## config.mk

```make
export PLATFORM = sky130hd
export DESIGN_NAME = spmd_decode
export DESIGN_NICKNAME = d
export VERILOG_FILES = /design/src/pkg/spmd_pkg.sv /design/src/rtl/spmd_flag_update.sv /design/src/rtl/spmd_decode.sv
export SDC_FILE = /design/constraint.sdc
export NUM_CORES = 1
export LEC_CHECK = 0
export ABC_AREA = 1
export CAP_MARGIN = 30
export CORE_MARGIN = 2
export CORE_UTILIZATION = 38
export DETAILED_ROUTE_END_ITERATION = 7
export DONT_BUFFER_PORTS = 1
export SLEW_MARGIN = 20
export SYNTH_ARGS = -nofsm -noshare
export SYNTH_HDL_FRONTEND = slang
export SYNTH_SLANG_ARGS = --single-unit
export TNS_END_PERCENT = 5
```

## constraint.sdc

```tcl
create_clock -name ref_clk -period 1.1 [get_ports ref_clk]
set_input_delay 0.165 -clock ref_clk [delete_from_list [all_inputs] [get_ports ref_clk]]
set_output_delay 0.165 -clock ref_clk [all_outputs]
set_load 0.005 [all_outputs]
```

## src/pkg/spmd_pkg.sv

```systemverilog
// constants and types for the segment prefix and byte move decode block
// assumes a 20-bit data space and a 16-bit offset inside the cpu core
package spmd_pkg;

  // ==========================================================
  // opcodes and address widths
  localparam logic [7:0] PREFIX_CODE = 8'h11;
  localparam logic [7:0] OP_LOAD_PTR3 = 8'h8b;
  localparam logic [7:0] OP_STORE_ABS_IMM = 8'hcf;
  localparam int ADDR_W = 20;
  localparam int OFS_W = 16;
  localparam int SEG_W = 4;
  // default window without a prefix: f0000h to fffffh
  localparam logic [SEG_W-1:0] WINDOW_SEG = 4'hf;
  localparam logic [ADDR_W-1:0] ADDR_RESET = 20'h00000;
  localparam int BYTE_W = 8;
  localparam int IDX_HI_LSB = 8;

  // ==========================================================
  // address forms handed over by the operand decoder
  typedef enum logic [2:0] {
    SPMD_AM_ABS16 = 3'h0,
    SPMD_AM_PTR2 = 3'h1,
    SPMD_AM_PTR3 = 3'h2,
    SPMD_AM_PTR2_DISP = 3'h3,
    SPMD_AM_PTR3_DISP = 3'h4,
    SPMD_AM_HI_IDX_WORD = 3'h5,
    SPMD_AM_LO_IDX_WORD = 3'h6,
    SPMD_AM_PAIR_WORD = 3'h7
  } spmd_amode_t;

  // ==========================================================
  // per-flag update code
  typedef enum logic [2:0] {
    SPMD_FL_KEEP = 3'h0,
    SPMD_FL_CLEAR = 3'h1,
    SPMD_FL_SET = 3'h2,
    SPMD_FL_RESULT = 3'h3,
    SPMD_FL_RESTORE = 3'h4
  } spmd_flcode_t;

  localparam int NUM_FLAGS = 3;
  localparam int FL_CY = 0;
  localparam int FL_AC = 1;
  localparam int FL_Z = 2;
  localparam logic [NUM_FLAGS-1:0] FLAGS_RESET = 3'h0;
  localparam int FL_CODE_W = 3;

  // ==========================================================
  // prefix sequencer, gray along idle -> armed -> target and target -> armed; target -> idle flips both bits
  typedef enum logic [1:0] {
    SPMD_ST_IDLE = 2'h0,
    SPMD_ST_ARMED = 2'h1,
    SPMD_ST_TARGET = 2'h3
  } spmd_state_t;

endpackage : spmd_pkg

```

## src/rtl/spmd_flag_update.sv

```systemverilog
// flag register of the program status word: zero, aux carry, carry
// assumes the update strobe and codes come from the same-clock decoder
`timescale 1ns/1ps
`default_nettype none

module spmd_flag_update (
  input wire logic ref_clk,
  input wire logic nrst,
  input wire logic flag_wr,
  input wire logic [3*spmd_pkg::NUM_FLAGS-1:0] flag_code,
  input wire logic [spmd_pkg::NUM_FLAGS-1:0] result_flags,
  input wire logic [spmd_pkg::NUM_FLAGS-1:0] saved_flags,
  output logic [spmd_pkg::NUM_FLAGS-1:0] flags
);

  logic [spmd_pkg::NUM_FLAGS-1:0] next_flags;

  // ==========================================================
  // one flag under one code
  function automatic logic apply_code(input logic [2:0] code, input logic cur,
                                      input logic res, input logic sav);
    case (code)
      spmd_pkg::SPMD_FL_CLEAR: apply_code = 1'b0;
      spmd_pkg::SPMD_FL_SET: apply_code = 1'b1;
      spmd_pkg::SPMD_FL_RESULT: apply_code = res;
      spmd_pkg::SPMD_FL_RESTORE: apply_code = sav;
      default: apply_code = cur;
    endcase
  endfunction : apply_code

  // ==========================================================
  // next value per flag
  for (genvar g = 0; g < spmd_pkg::NUM_FLAGS; g++)
  begin : g_flag
    always_comb
    begin
      next_flags[g] = flags[g];
      if (flag_wr)
      begin
        next_flags[g] = apply_code(flag_code[spmd_pkg::FL_CODE_W*g +: spmd_pkg::FL_CODE_W],
                                   flags[g], result_flags[g], saved_flags[g]);
      end
    end
  end

  always_ff @(posedge ref_clk or negedge nrst)
  begin
    if (!nrst)
      flags <= spmd_pkg::FLAGS_RESET;
    else
      flags <= next_flags;
  end

endmodule : spmd_flag_update

`default_nettype wire

```

## src/rtl/spmd_decode.sv

```systemverilog
// segment prefix decode, data address generation, request hold-off, flags
// assumes all inputs come from cpu-core logic on ref_clk; no pin inputs
// assumes insn_done pulses only for instructions, never for a prefix byte
// assumes the next prefix byte may arrive in the same cycle as a target's insn_done
`timescale 1ns/1ps
`default_nettype none

module spmd_decode (
  input wire logic ref_clk,
  input wire logic nrst,
  input wire logic op_valid,
  input wire logic [7:0] op_byte,
  input wire logic insn_done,
  input wire logic addr_req,
  input wire logic [2:0] addr_mode,
  input wire logic [15:0] abs_offset,
  input wire logic [7:0] disp_byte,
  input wire logic [15:0] base_word,
  input wire logic [15:0] second_pointer_pair,
  input wire logic [15:0] third_pointer_pair,
  input wire logic [15:0] index_pair,
  input wire logic [3:0] extension_segment_reg,
  input wire logic irq_req,
  input wire logic dma_req,
  input wire logic flag_wr,
  input wire logic [8:0] flag_code,
  input wire logic [2:0] result_flags,
  input wire logic [2:0] saved_flags,
  output logic prefix_pending,
  output logic [19:0] data_addr,
  output logic data_addr_valid,
  output logic data_addr_ext,
  output logic irq_ack,
  output logic dma_ack,
  output logic [2:0] program_status_word
);

  spmd_pkg::spmd_state_t state;
  spmd_pkg::spmd_state_t next_state;
  logic next_prefix_pending;
  logic [19:0] next_data_addr;
  logic next_data_addr_valid;
  logic next_data_addr_ext;
  logic next_irq_ack;
  logic next_dma_ack;
  logic is_prefix;
  logic hold_off;

  // ==========================================================
  // prefix detection
  function automatic logic prefix_byte(input logic v, input logic [7:0] b);
    prefix_byte = v && (b == spmd_pkg::PREFIX_CODE);
  endfunction : prefix_byte

  assign is_prefix = prefix_byte(op_valid, op_byte);

  // ==========================================================
  // prefix sequencer
  always_comb
  begin
    next_state = state;
    case (state)
      spmd_pkg::SPMD_ST_IDLE:
      begin
        if (is_prefix)
          next_state = spmd_pkg::SPMD_ST_ARMED;
      end
      spmd_pkg::SPMD_ST_ARMED:
      begin
        // a repeated prefix byte simply keeps the override armed
        // insn_done before the target byte belongs to no prefixed instruction
        if (op_valid && !is_prefix)
          next_state = spmd_pkg::SPMD_ST_TARGET;
        if (op_valid && !is_prefix && insn_done)
          next_state = spmd_pkg::SPMD_ST_IDLE;
      end
      spmd_pkg::SPMD_ST_TARGET:
      begin
        // back to back prefixes: the next prefix must not be lost at completion
        if (insn_done && is_prefix)
          next_state = spmd_pkg::SPMD_ST_ARMED;
        else if (insn_done)
          next_state = spmd_pkg::SPMD_ST_IDLE;
      end
      default: next_state = spmd_pkg::SPMD_ST_IDLE;
    endcase
    next_prefix_pending = (next_state != spmd_pkg::SPMD_ST_IDLE);
  end

  always_ff @(posedge ref_clk or negedge nrst)
  begin
    if (!nrst)
    begin
      state <= spmd_pkg::SPMD_ST_IDLE;
      prefix_pending <= 1'b0;
    end
    else
    begin
      state <= next_state;
      prefix_pending <= next_prefix_pending;
    end
  end

  // ==========================================================
  // data address generation
  // offsets wrap inside the selected 64 KB segment; carry never reaches the segment
  // so a pointer near ffffh folds back to 0000h of the same segment, not the next one
  // data_addr and its ext bit hold between requests; only the strobe pulses

  // unsigned byte added to a 16-bit value, wrapped
  function automatic logic [15:0] add_byte(input logic [15:0] a, input logic [7:0] b);
    add_byte = 16'(a + {8'h00, b});
  endfunction : add_byte

  function automatic logic [15:0] add_word(input logic [15:0] a, input logic [15:0] b);
    add_word = 16'(a + b);
  endfunction : add_word

  always_comb
  begin
    logic [15:0] ofs;
    logic [3:0] seg;
    ofs = abs_offset;
    seg = spmd_pkg::WINDOW_SEG;
    case (spmd_pkg::spmd_amode_t'(addr_mode))
      spmd_pkg::SPMD_AM_ABS16: ofs = abs_offset;
      spmd_pkg::SPMD_AM_PTR2: ofs = second_pointer_pair;
      spmd_pkg::SPMD_AM_PTR3: ofs = third_pointer_pair;
      spmd_pkg::SPMD_AM_PTR2_DISP:
        ofs = add_byte(second_pointer_pair, disp_byte);
      spmd_pkg::SPMD_AM_PTR3_DISP:
        ofs = add_byte(third_pointer_pair, disp_byte);
      spmd_pkg::SPMD_AM_HI_IDX_WORD:
        ofs = add_byte(base_word,
                       index_pair[spmd_pkg::IDX_HI_LSB +: spmd_pkg::BYTE_W]);
      spmd_pkg::SPMD_AM_LO_IDX_WORD:
        ofs = add_byte(base_word, index_pair[spmd_pkg::BYTE_W-1:0]);
      spmd_pkg::SPMD_AM_PAIR_WORD:
        ofs = add_word(base_word, index_pair);
      default: ofs = abs_offset;
    endcase
    // the segment value is taken as loaded; software sets it beforehand
    seg = prefix_pending ? extension_segment_reg : spmd_pkg::WINDOW_SEG;
    next_data_addr = data_addr;
    next_data_addr_valid = addr_req;
    next_data_addr_ext = data_addr_ext;
    if (addr_req)
    begin
      next_data_addr = {seg, ofs};
      next_data_addr_ext = prefix_pending;
    end
  end

  always_ff @(posedge ref_clk or negedge nrst)
  begin
    if (!nrst)
    begin
      data_addr <= spmd_pkg::ADDR_RESET;
      data_addr_valid <= 1'b0;
      data_addr_ext <= 1'b0;
    end
    else
    begin
      data_addr <= next_data_addr;
      data_addr_valid <= next_data_addr_valid;
      data_addr_ext <= next_data_addr_ext;
    end
  end

  // ==========================================================
  // interrupt and dma acknowledge
  // held off from the prefix byte itself through the target's completion
  // the prefix byte is masked combinationally, so a request raised with it waits too
  // ack drops for a cycle between pulses so one held request is not taken twice
  always_comb
  begin
    hold_off = is_prefix || prefix_pending;
    next_irq_ack = irq_req && !hold_off && !irq_ack;
    next_dma_ack = dma_req && !hold_off && !dma_ack;
  end

  always_ff @(posedge ref_clk or negedge nrst)
  begin
    if (!nrst)
    begin
      irq_ack <= 1'b0;
      dma_ack <= 1'b0;
    end
    else
    begin
      irq_ack <= next_irq_ack;
      dma_ack <= next_dma_ack;
    end
  end

  // ==========================================================
  // flags
  // status word lives in its own module so it keeps a single writer
  spmd_flag_update u_flags (
    .ref_clk(ref_clk),
    .nrst(nrst),
    .flag_wr(flag_wr),
    .flag_code(flag_code),
    .result_flags(result_flags),
    .saved_flags(saved_flags),
    .flags(program_status_word)
  );

endmodule : spmd_decode

`default_nettype wire

```

# Yosys cells after proc, flatten, opt, wreduce, memory -nomap -nowiden
# Cells that the tools add are included.
totals:
  register_bits: 30
  output_inout_bits: 28
  input_bits: 126
  elab_cells: 70
classes:
  addsub: 5
  eq_ne: 22
  muxes: 11
  reduce_logical: 22
op_table:
  columns: ["operator", "count"]
  rows:
  - ["$pmux 16 s8", 1]
  - ["$add 16x8->16", 4]
  - ["$eq 3x2->1 const B", 8]
  - ["$eq 3x3->1 const B", 7]
  - ["$add 16x16->16", 1]
  - ["$eq 3x1->1 const B", 4]
  - ["$pmux 1 s4", 3]
  - ["$reduce_bool 4->1", 3]
  - ["$mux 2", 5]
  - ["$eq 8x5->1 const B", 1]
  - ["$logic_and 1x1->1", 8]
  - ["$pmux 2 s3", 1]
  - ["$reduce_and 2->1", 3]
  - ["$logic_not 1->1", 4]
  - ["$mux 4", 1]
  - ["$logic_not 3->1", 1]
  - ["$eq 2x1->1 const B", 1]
  - ["$eq 2x2->1 const B", 1]
  - ["$logic_not 2->1", 1]
  - ["$reduce_bool 2->1", 1]
  - ["$logic_or 1x1->1", 1]

# Longest topological paths before layout
# Gate-level depths: netlist (run 1).
depth:
  ltp_word: 8
  mapped_depth: 20
  ltp_nobuf: 17

# By module
# Synthesis (run 1) repeated with hierarchy kept, for this count alone.
unflattened:
  hier_cells: 609
  hier_area_um2: 3609.7
by_module_without_submodules:
  columns: ["module", "area_per_inst_um2", "instances", "cells_each", "seq_area_each_um2"]
  rows:
  - ["spmd_decode", 3342.0, 1, 559, 675.6]
  - ["spmd_flag_update", 267.8, 1, 50, 75.1]

# Least setup slack after synthesis (run 1)
# Ideal clock, no wire load.
synth_timing:
  path_type: "input -> register"
  startpoint: "input addr_mode[2]"
  endpoint: "register data_addr[6]"
  setup_time_ns: 0.118
  path_buffers: 3
  stages: 16
  t_arrival_ns: 2.488
  path_slack_ns: -1.506
  required_ns: 0.982
  path_cell_list: "buf_2 buf_2 nand2_1 clkbuf_1 a21oi_1 ha_1 fa_1 nand3_1 nand2_1 nand2_1 nand2_1 or2_2 nand3_1 nand3_1 nand3_1 nand2_1"
synth_between:
  elab_chain_len: 2
  elab_cells_between_ends: 9
  classes_between: "7 x eq/ne; 1 x mux; 1 x reduce/logical"
synth_rtl:
  columns: ["item", "line_no", "source"]
  rows:
  - ["start: declaration", "spmd_decode.sv:15", "input wire logic [2:0] addr_mode,"]
  - ["$eq 3x3->1 (tied with other cells)", "spmd_decode.sv:125", "case (spmd_pkg::spmd_amode_t'(addr_mode))"]
  - ["$pmux 16 s8 *", "spmd_decode.sv:125", null]
  - ["end signal: assignment", "spmd_decode.sv:158", "data_addr <= spmd_pkg::ADDR_RESET;"]
  - ["end signal: assignment", "spmd_decode.sv:164", "data_addr <= next_data_addr;"]
  - ["end: declaration", "spmd_decode.sv:30", "output logic [19:0] data_addr,"]
# Mark *: on every way between the ends. The rest lies on a longest branch, timed or not.
# A chain may end at the register's enable or synchronous reset.

# Final worst setup path (run 1)
layout_timing:
  startpoint: "input addr_mode[0]"
  endpoint: "register data_addr[12]"
# Same word-level chain as after synthesis.

==> results list, run 1 <==
- Final critical-path share of the clock period: 162%
- TritonCTS clock tree: built
- The floorplan step defined a die boundary enclosing 0.0103 mm².
* Post-DR vias/cell: 5.36
* Category of the critical setup timing path: input port to flip-flop
- Max Fclk: roughly 560 MHz
- Critical path arrival: slightly below 2000 ps
* Final clock skew: around 0.74 ps
- Once placement completed, the tool counted placed cells totaling approximately 760.
* Cell chain of the critical path: nor2_4, nand2_4, a21oi_2, ha_2, inv_2, fa_2, o21ai_4, nand2_2, nand2_2, nand2_2, clkinv_2, nand2_1, nand3_1, nand3_1, nand2_1, nand2_1
- Required time of the critical path: around 1300 ps
- Summing all placed instances gives a cell area of around 0.0043 mm².
- Total half-perimeter wirelength after legalization and detailed placement: roughly 9700 µm
- Critical Path Sink Type: flip-flop
* Count of maximum capacitance violations: 0
- In the final routed layout, each cell accounts on average for around 15 µm.
* Maximum buffer depth of the clock tree: 2
* Buffer type at the clock tree root: clkbuf_8
- Worst r2r src: state[1]
* Ys flop type: dfrtp_1
- The core region is around 0.0092 mm².
- Synth warn: 0
- Setup slack of the critical path after layout: -681 ps
- The final reports fail on setup timing.
- Non-Filler Cell Area, Final: between 0.004 and 0.005 mm²
- Final routed wirelength across all metal layers: between 10,000 and 15,000 µm
- Final count of pins violating max slew: 0
* Share of the core filled with cells in the final layout: approximately half
- Minimum clock period: 1780 ps
- DRC violation count after routing: 0
- The kind of cell with the highest combined delay along the critical path is simple AND/OR/NAND/NOR gates.
- The die is between 100 and 150 µm wide.
- Fraction of the yosys area taken by sequential cells: between 20% and 30%
* Synth top area cells: dfrtp_1, nand2_1, nand3_1, ha_1, inv_1
* Total standard cell area after synthesis: approximately 0.0036 mm²
* Leftover overflow at the end of global routing: 0
- At the pin with the least slew margin, the transition time is approximately 410 ps.
- Yosys mapped a number of flops with a built-in enable equal to 0.
- Counting every net in the synthesized netlist gives 741.
- The netlist uses 43 different library cells.
- After floorplanning, the core was divided into 35 placement rows.
* Number of antenna violations at the first check in global routing: 0
* Ant. Diodes: 0
- Area share of the largest cell type after synthesis: about a fifth
- In this run the count of I/O pins placed on the die edge is between 150 and 200.
- Maximum resistive drop on vdd: about 0.00066 V
* TritonCTS Sinks: 30
- Final instance count without filler cells: 773
- Wire length of the first global-routing pass: between 15,000 and 20,000 µm
- Clock latency of the later-clocked register in the worst-skew pair: 290 ps
- Total power per unit cell area: between 1000 and 1500 mW/mm²
- Vias in the first global route: slightly above 4,000
* Start point of the critical path: addr_mode[0]
- The count of nets left with antenna violations once routing finished came out at 0.
- Overall global routing resource usage: 22.8%
- Setup violations remaining at the end of the flow were counted as 15.
* Clock transition at path regs: ~70 ps
* Max incr delay on CP: about 360 ps
- After clock tree synthesis, the setup repair step added 0 buffers.
- STA classifies the critical path startpoint as an input port.
* Vertical extent of the die: just over 100 µm
* Final Net Count: 813
- Hold is met by around 8.8 ps.
- For this configuration, the core starts out at a cell density of between 30% and 40%.
- In this run the static leakage power is 2.36 nW.
- In this run the worst path has a maximum fanout of 11.
- Counting flops with an async set or reset pin after synthesis yields a share of 100%.
- Synth Instances: a little under 600
- Summed over all failing endpoints, the final setup total negative slack is -8310 ps.
* Total iterations of the first detailed-routing run: 5
* Final Hold Vio Count: 0
- Commonest cells in the synthesized netlist: nand2_1, nand3_1, inv_1
- The synthesized design spends more area on one cell type than any other, namely dfrtp_1.
* Run status: finished with violations
- Worst hold start: addr_req
- Hold WC Path Type: input port to flip-flop
- Counting the buffers created by CTS gives 5.
* Layout cell share with drive strength beyond 1: a little under a quarter
* Most frequent cell after synthesis: nand2_1
- Post-synthesis area per instance: 6.11 µm²
- The final route contains 4,144 vias.
* Register bit total from synthesis: 30
- The largest individual stage delay along the critical path comes from the cell fa_2.
- Buffers added on ports: 0
- Detailed Route Iter0 Violations: about 180
- RSZ-0062 raised after global routing: true
- Max-slew headroom at the worst pin: 72.6%
- Routability-driven placement finished with a final weighted congestion of approximately 0.94.
- Largest net degree at the start of global routing: 31
- Area Overhead vs Synth: 27.9%
- Buf+Inv Stages, Crit Path: 2
- Number of levels in the clock H-tree: 2
-- what timing repair did --
item / CTS / global route
hold endpoints to repair: 31 / 3
gates cloned: 0 / 0
endpoints found under the setup margin: 16 / 16
pin swaps: 3 / 2
resized for setup: 23 / 12
hold buffers: 3 / 3
-- flip-flops by register name, indices dropped and copies added, names as in the netlist --
signal and count:
u_flags.flags 3, state 2, dma_ack 1, prefix_pending 1, data_addr_ext 1, irq_ack 1, data_addr 20, data_addr_valid 1
-- layer usage --
metal	vias to the layer above	GRT usage, %	wire length [µm]
li1	2089	-	-
met1	1894	29.5	5150
met2	145	38.2	5620
met3	16	5.66	899
met4	0	5.51	225
met5	-	0	0
-- area by class of cell --
class / instances / area, µm²
multi-input cells: 473 / 2670
well taps: 111 / 139
fillers: 961 / 4590
repair buffers: 79 / 634
inverters: 72 / 272
flip-flops and latches: 30 / 751
clock inverters: 2 / 60.1
clock buffers: 6 / 82.6
-- logic make-up after synthesis --
| kind of cell | synth area share [%] |
|---|---|
| xor+xnor | 0.730 |
| simple gates | 42.2 |
| buf+inv | 9.66 |
| mux | 0.313 |
| flops | 20.9 |
| fa+ha+maj | 9.45 |
| compound gates | 16.8 |
-- through the flow --
step,setup WS (ps),power (mW)
floorplan,-1090,2.49
global placement,-949,3.04
detailed placement,-1010,3.08
CTS,-682,4.60
global route,-859,4.95
finish,-681,4.63
-- cell usage in the layout, fill, tap and decap left out, types with 6 or more instances in the layout --
cell type and count:
a21oi_2 9, o21ai_1 6, o21ai_0 25, nand2_2 14, clkbuf_8 6, nand3_1 65, nand4_1 7, nand3b_1 6
inv_1 66, dfrtp_1 30, buf_4 71, nand2_1 162, a21oi_1 37, nand3_2 6, ha_1 21, nor2_1 52
or2_2 6
-- power by group --
group / internal, mW / leakage, nW / total (mW) / switching (mW)
combinational: 0.816 / 1.93 / 1.81 / 0.994
clock: 0.966 / 0.0714 / 1.42 / 0.449
sequential: 1.27 / 0.360 / 1.41 / 0.142
total: 3.05 / 2.36 / 4.63 / 1.59
-- path summary, 6_finish.rpt --
kind / to / slack [ps] / cells after the start
max: data_addr[12] / -680 / 16
max reg2reg: state[0] / 190 / 3
min reg2reg: dma_ack / 480 / 1
min in group asynchronous: u_flags.flags[0] / 320 / 2
min: data_addr[4] / 9 / 2
max in group asynchronous: irq_ack / 610 / 2
No activity file was read; power rests on OpenSTA's default activity.
==> run 2: changes to the inputs <==
--- a/config.mk
+++ b/config.mk
@@ -14,5 +14,6 @@
 export SLEW_MARGIN = 20
 export SYNTH_ARGS = -nofsm -noshare
 export SYNTH_HDL_FRONTEND = slang
+export SYNTH_HIERARCHICAL = 1
 export SYNTH_SLANG_ARGS = --single-unit
 export TNS_END_PERCENT = 5
==> run 2 against run 1 <==
- the flow still finishes with violations (setup timing)
- clock power fell by 36%
- fmax fell by 12%
- cell count rose by 6.3%
- flip-flop and latch count did not move
- clock skew rose by 1.2 ps
- hold slack improved by 7.5 ps
- first-iteration DRC count rose by 2.3%
- critical path type unchanged
- critical endpoint is now data_addr[10]
- largest cell class unchanged
==> results list, run 2 <==
- Buffers placed on the I/O ports in this run total 0.
* Capture point of the worst reg-to-reg path: state[0]
- In this run the cell area of the synthesized design comes to between 0.003 and 0.004 mm².
* Clock transition at path regs: roughly 70 ps
- Number of vias after detailed routing: between 4,000 and 5,000
- The global routing stage identified its most utilized layer as met2.
- The via count of the first global-routing pass came to between 4,000 and 5,000.
* Remaining number of nets flagged by the antenna check after routing: 0
- Post-DR vias/cell: 5.18
- Critical path arrival: roughly 2200 ps
- Leftover overflow at the end of global routing: 0
- Counting the buffers created by CTS gives 5.
- Commonest cells after routing, fill and taps aside: nand2_1, buf_4, inv_1
- In this run the static leakage power is 2.51 nW.
* Final clock skew: between 1.5 and 2 ps
* Largest net degree at the start of global routing: 31
- Including well taps, the total number of placed cells is approximately 800.
- In this run the number of H-tree levels came out at 2.
* Max-slew headroom at the worst pin: between 70% and 80%
* Area Overhead vs Synth: 36.9%
* Met2 track demand over resource: 42.8%
- After filler insertion, the fill cell instance count of the layout stands at approximately 920.
- In this run, synthesis produced a sequential element count of 30.
- In the final routed layout, each cell accounts on average for around 15 µm.
- The worst register-to-register path begins at state[1].
- Setup slack of the critical path after layout: -926 ps
* TritonCTS Sinks: 30
* Max FFs per register: 20
- Setup violations remaining at the end of the flow were counted as 16.
- The setup check on the worst reg-to-reg path leaves a slack of 150 ps.
- After synthesis, the share of flip-flops with an asynchronous set or reset is between 90% and 100%.
* Synth warn: 6
* Clock latency of the later-clocked register in the worst-skew pair: 280 ps
* Startpoint types: input port
- For this run, design rule violations remaining after detail routing come to 0.
- Synth cell types: 39
- Layout cell share with drive strength beyond 1: 28.7%
* Area share of the largest cell type after synthesis: 20.8%
- Count of maximum capacitance violations: 0
- Flip-flop and latch area: about 750 µm²
- Share of the core filled with cells in the final layout: 53.5%
* Run status: finished with violations
* Largest register by flop count: data_addr
- The number of antenna diodes in the final layout is 0.
- The total area inside the core boundary comes to ~0.0092 mm².
* Number of antenna violations at the first check in global routing: 0
- Post-synthesis area per instance: 5.93 µm²
* Detailed Route Iter0 Violations: about 180
- Final instance count without filler cells: 822
- Cell type with the highest aggregate area in the netlist: dfrtp_1
- Start point of the critical path: addr_mode[1]
- Global-route met1 utilization: a little under a third
- For this run, the leading register cell type out of synthesis is dfrtp_1.
- By area the synthesized netlist is led by dfrtp_1, nand2_1, nand3_1, ha_1, inv_1.
* Vertical extent of the die: 101 µm
* Last element of the critical path: data_addr[10]
- Synth Instances: just over 600
- Die area: between 0.01 and 0.015 mm²
- At the pin with the least slew margin, the transition time is roughly 370 ps.
- Multi-input gate area in the final layout: 0.00288 mm²
- TritonCTS clock tree: built
- Max Fclk: 494 MHz
- Critical Path Sink Type: flip-flop
- The first global-routing pass estimated just under 20,000 µm of wire.
* Width of the die: roughly 100 µm
- In this run the worst hold path is classified as input port to flip-flop.
- The largest registers in the layout are data_addr (20), u_flags/flags (3), state (2).
* Overall global routing resource usage: between 20% and 30%
* RSZ-0062 raised after global routing: true
* Minimum clock period: about 2000 ps
* Total power per unit cell area: approximately 900 mW/mm²
- At the end of routability-driven placement, the weighted congestion stood at roughly 0.9.
- Detailed placement finished with a half-perimeter wire length of a little over 10,000 µm.
- In this run, synthesis inferred 0 flip-flops with an integrated enable.
- For met3 alone, demand over resource in global routing was around 5.1%.
- The library cell used most frequently in the layout, excluding fill and tap cells, is nand2_1.
* Fraction of the yosys area taken by sequential cells: 20.8%
- Worst-path fanout max: 6
* Most frequent cell after synthesis: nand2_1
- Failing checks: setup timing
- Category of the critical setup timing path: input port to flip-flop
- Pin placement for this block handled around 150 I/O pins.
- Final count of pins violating max slew: 0
* Worst r2r path cells: 3
* Commonest cells in the synthesized netlist: nand2_1, inv_1, nand3_1
- Net count of the mapped netlist: 762
- Total iterations of the first detailed-routing run: 5
- The cell sitting at the root of the clock tree is a clkbuf_8.
- Of the available clock period, the critical path in the final layout requires 184%.
* Final Net Count: ~850
* Final Hold Vio Count: 0
- Final hold slack: ~16 ps
- The initialized floorplan defines 35 standard-cell rows.
- IR analysis of the VDD net gives a maximum drop of around 0.00048 V.
* Final routed wirelength across all metal layers: approximately 13,000 µm
- Maximum buffer depth of the clock tree: 2
- Required time of the critical path: approximately 1300 ps
- Initial standard-cell utilization of the core: 39.1%
- Before CTS, the worst setup slack after placement is -1420 ps.
- In this run the most critical hold path is launched from flag_wr.
==> run 2: cell types whose count changed in the layout (fill, tap and decap cells not counted), moves of 4 or more <==
cell and change:
nand3_1 -10, buf_6 +4, nor2_2 +4, buf_4 +12
a221oi_1 +4, nand4_1 -5, o21ai_1 +10, nand3_2 +8
a21oi_1 -10, inv_1 +7
==> run 2: kinds of logic (layout without fill, tap and decap cells) <==
group / Yosys count / in the layout / synth area share [%]
simple gates: 341 / 341 / 40.7
compound gates: 111 / 111 / 17.5
buf+inv: 98 / 182 / 10.7
flops: 30 / 30 / 20.8
fa+ha+maj: 27 / 27 / 9.77
xor+xnor: 2 / 2 / 0.485
==> run 2: worst min path at each step <==
stage / cells past startpoint / slack [ps] / end
4_1_cts: 2 / 10 / u_flags/flags[1]
2_1_floorplan: 0 / -130 / data_addr[0]
6_report: 2 / 20 / u_flags/flags[1]
3_5_place_dp: 0 / -130 / u_flags/flags[1]
5_1_grt: 1 / 9 / data_addr[17]
3_3_place_gp: 0 / -130 / u_flags/flags[1]
==> run 2: metal layers <==
layer  share of wire (%)  up-vias
li1                    -     2162
met1                  41     1934
met2                  50      137
met3                 6.3       27
met4                 2.4        0
met5                   0        -
==> run 2: critical path, stage by stage <==
cell	delay, ps
nand2_8	40
nor2_4	80
inv_2	60
nand2_4	90
inv_8	50
a21oi_4	140
ha_2	200
inv_2	40
fa_2	320
inv_2	70
nand3_2	60
nand2_2	110
buf_6	110
nand2_4	40
nand2_4	80
a21oi_2	60
or2_4	230
nand3_2	70
nand3_2	70
nand2_2	50
nand2_1	40
==> run 2: cell type report <==
cell class | instances | share of cell area (%)
Timing Repair Buffer | 92 | 15.0
Clock inverter | 1 | 0.101
Tap cell | 129 | 3.27
Multi-Input combinational cell | 481 | 58.2
Inverter | 82 | 6.48
Clock buffer | 7 | 1.75
Sequential cell | 30 | 15.2
==> run 2: what timing repair did <==
action                     4_1_cts  5_1_grt
hold endpoints to repair        31        0
hold buffers                     3        0
setup buffers                    9        1
pin swaps                       17       15
setup endpoints to repair       16       16
resized for setup               48       51
==> run 2: stage by stage <==
stage	total power, mW	setup TNS [ps]	instance area [µm²]
6_report	4.42	-12510	4940
3_3_place_gp	3.15	-19350	4360
5_1_grt	4.78	-14580	4940
4_1_cts	4.31	-12320	4740
2_1_floorplan	2.52	-17250	3700
3_5_place_dp	3.18	-20260	4360
==> run 2: report_power, final <==
| part | total (mW) | leakage (nW) | switching (mW) | internal, mW |
|---|---|---|---|---|
| Combinational | 2.10 | 2.10 | 1.12 | 0.975 |
| Sequential | 1.42 | 0.361 | 0.151 | 1.27 |
| Clock | 0.906 | 0.0482 | 0.402 | 0.504 |
| Total | 4.42 | 2.51 | 1.68 | 2.75 |
==> run 3: changes to the inputs <==
--- a/config.mk
+++ b/config.mk
@@ -11,6 +11,7 @@
 export CORE_UTILIZATION = 38
 export DETAILED_ROUTE_END_ITERATION = 7
 export DONT_BUFFER_PORTS = 1
+export RECOVER_POWER = 25
 export SLEW_MARGIN = 20
 export SYNTH_ARGS = -nofsm -noshare
 export SYNTH_HDL_FRONTEND = slang
==> run 3 against run 2 <==
- the run still ends with setup timing left
- sequential power about the same
- power is 0.21% lower
- design area down 0.30%
- critical path type unchanged
- die area unchanged
==> results list, run 3 (synthesis gave the netlist of run 2 again) <==
- Compared with the post-synthesis result, the final layout area differs by 36.5%.
- The via count of the first global-routing pass is 4,095.
* Buffer type at the clock tree root: clkbuf_8
- Detailed Route Iter0 Violations: 179
* Number of vias after detailed routing: roughly 4,300
* Buffers added on ports: 0
- Hold WC Path Type: input port to flip-flop
* Drt wl/cell: around 15 µm
* Number of fillers in the final layout: 924
- The post-route netlist has approximately 29% of its cells at a drive strength greater than 1.
* Met1 routed wirelength after detailed routing: 5160 µm
- Remaining number of nets flagged by the antenna check after routing: 0
* Overall global routing resource usage: between 20 and 25%
* Maximum buffer depth of the clock tree: 2
- The routed design could run at a clock period as short as 2030 ps.
- Ant. Diodes: 0
- Number of levels in the clock H-tree: 2
- Total iterations of the first detailed-routing run: 5
- Clock network fraction of total power: 20.5%
- Portion of total power attributed to sequential cells: about a third
- Wire segments on met3 add up to between 700 and 800 µm in the final route.
- 154 I/O pins were placed.
- Initial standard-cell utilization of the core: around two fifths
- Post-DR vias/cell: just over 5
- Setup repair after global routing could not meet its margin everywhere.
- The register with the most flip-flops in the final layout is data_addr.
- Total power per unit cell area: 896 mW/mm²
* WL met2: 6290 µm
* Final Hold Vio Count: 0
* Total CTS buffers: 5
- For the pin with the worst max-slew slack, the measured transition is between 600 and 700 ps.
- The congestion estimate from routability-driven global placement came to 0.924.
* Final critical-path share of the clock period: 184%
* Count of maximum capacitance violations: 0
- Critical Path Sink Type: flip-flop
- Number of antenna violations at the first check in global routing: 0
* Max FFs per register: 20
- The floorplan step defined a die boundary enclosing 0.0103 mm².
- Internal power summed over all cells: about 2.7 mW
- Per report_power, the combinational group accounts for between 40% and 50% of the total.
* TritonCTS clock tree: built
- Lkg Pwr: 2.51 nW
- Max-slew headroom at the worst pin: a little under three fifths
* Final count of pins violating max slew: 0
- Setup slack on the critical path of the routed design comes to -926 ps.
- At the worst endpoint, the arrival time is 2200 ps.
* Max Fclk: 494 MHz
- Sw Pwr: about 1.7 mW
- Top sig layer: met4
* Largest registers in the final layout: data_addr (20), u_flags/flags (3), state (2)
- For the final database, setup skew stands at a little under 2 ps.
- Number of cell rows: 35
* Final Net Count: 845
* Largest net degree at the start of global routing: 31
* TritonCTS Sinks: 30
- After detailed routing, the number of remaining DRC violations is 0.
* Final routed wirelength across all metal layers: between 10,000 and 15,000 µm
- Of the total power, the share spent switching nets is a little under two fifths.
* Commonest cells after routing, fill and taps aside: nand2_1, buf_4, inv_1
* Leftover overflow at the end of global routing: 0
* Width of the die: ~100 µm
* Total half-perimeter wirelength after legalization and detailed placement: 10,200 µm
* Final setup violation count: 16
* Run status: finished with violations
- The die is 101 µm tall.
- The core region is 0.00924 mm².
* Required time of the critical path: roughly 1300 ps
- Worst-path fanout max: 6
- The first global-routing pass estimated a little under 20,000 µm of wire.
- The later pin in the worst-skew pair is clocked with a latency of around 280 ps.
- Prior to clock tree synthesis, the placed netlist has a worst setup slack of -1420 ps.
- Clock transition at path regs: around 60 ps
- Startpoint types: input port
- At the end of the flow the core is filled with cells to ~53%.
- Category of the critical setup timing path: input port to flip-flop
- Maximum resistive drop on vdd: between 0.0004 and 0.0005 V
- Failing checks: setup timing
* Leading cell type in the layout, fill and taps excluded: nand2_1
## run 3: changes by cell type in the layout (fill, tap and decap cells not counted)
cell    delta
buf_12     -1
buf_2      +1
## run 3: through the flow
step,hold slack [ps],cells,setup TNS [ps],power (mW),cell area (µm²)
finish,17.6,822,-12510,4.41,4930
detailed placement,-130,802,-20260,3.18,4360
global route,9.02,822,-14580,4.77,4930
global placement,-130,802,-19350,3.15,4360
floorplan,-131,609,-17250,2.52,3700
CTS,13.8,821,-12320,4.31,4740
## run 3: worst max-delay path, stage by stage
cell,delay (ps)
nand2_8,40
nor2_4,80
inv_2,60
nand2_4,90
inv_8,50
a21oi_4,140
ha_2,200
inv_2,40
fa_2,320
inv_2,70
nand3_2,60
nand2_2,110
buf_6,110
nand2_4,40
nand2_4,80
a21oi_2,60
or2_4,230
nand3_2,70
nand3_2,70
nand2_2,50
nand2_1,40
## run 3: routing by layer
layer / GRT usage [%] / vias up
met4: 4.89 / 0
li1: - / 2161
met1: 30.0 / 1931
met5: 0 / -
met3: 5.11 / 27
met2: 42.8 / 137
## run 3: final timing paths
check	from	endpoint	slack [ps]	depth (start not counted)
min	flag_wr	u_flags/flags[1]	20	2
max	addr_mode[1]	data_addr[10]	-930	21
min reg2reg	irq_ack	irq_ack	470	1
min in group asynchronous	nrst	data_addr[12]	470	2
max in group asynchronous	nrst	data_addr[5]	190	2
max reg2reg	state[1]	state[0]	150	3
## run 3: power by group through the flow
| stage | Clock (mW) | Combinational, mW | Sequential, mW |
|---|---|---|---|
| 5_1_grt | 0.987 | 2.34 | 1.44 |
| 3_5_place_dp | 0 | 1.74 | 1.44 |
| 3_3_place_gp | 0 | 1.71 | 1.44 |
| 2_1_floorplan | 0 | 1.14 | 1.38 |
| 6_report | 0.903 | 2.09 | 1.42 |
| 4_1_cts | 0.935 | 1.96 | 1.42 |
## run 3: area by class of cell
cell class | instances | area (µm²) | share of cell area (%)
multi-input cells | 481 | 2880 | 58.4
flip-flops and latches | 30 | 751 | 15.2
repair buffers | 92 | 724 | 14.7
inverters | 82 | 320 | 6.50
well taps | 129 | 161 | 3.28
clock buffers | 7 | 86.3 | 1.75
clock inverters | 1 | 5.00 | 0.102
## run 3: repair_timing
| action | in CTS | in global routing |
|---|---|---|
| pin swaps | 17 | 15 |
| buffers inserted | 9 | 1 |
| hold endpoints to repair | 31 | 0 |
| hold buffers | 3 | 0 |
| setup endpoints to repair | 16 | 16 |
| gates resized for setup | 48 | 51 |
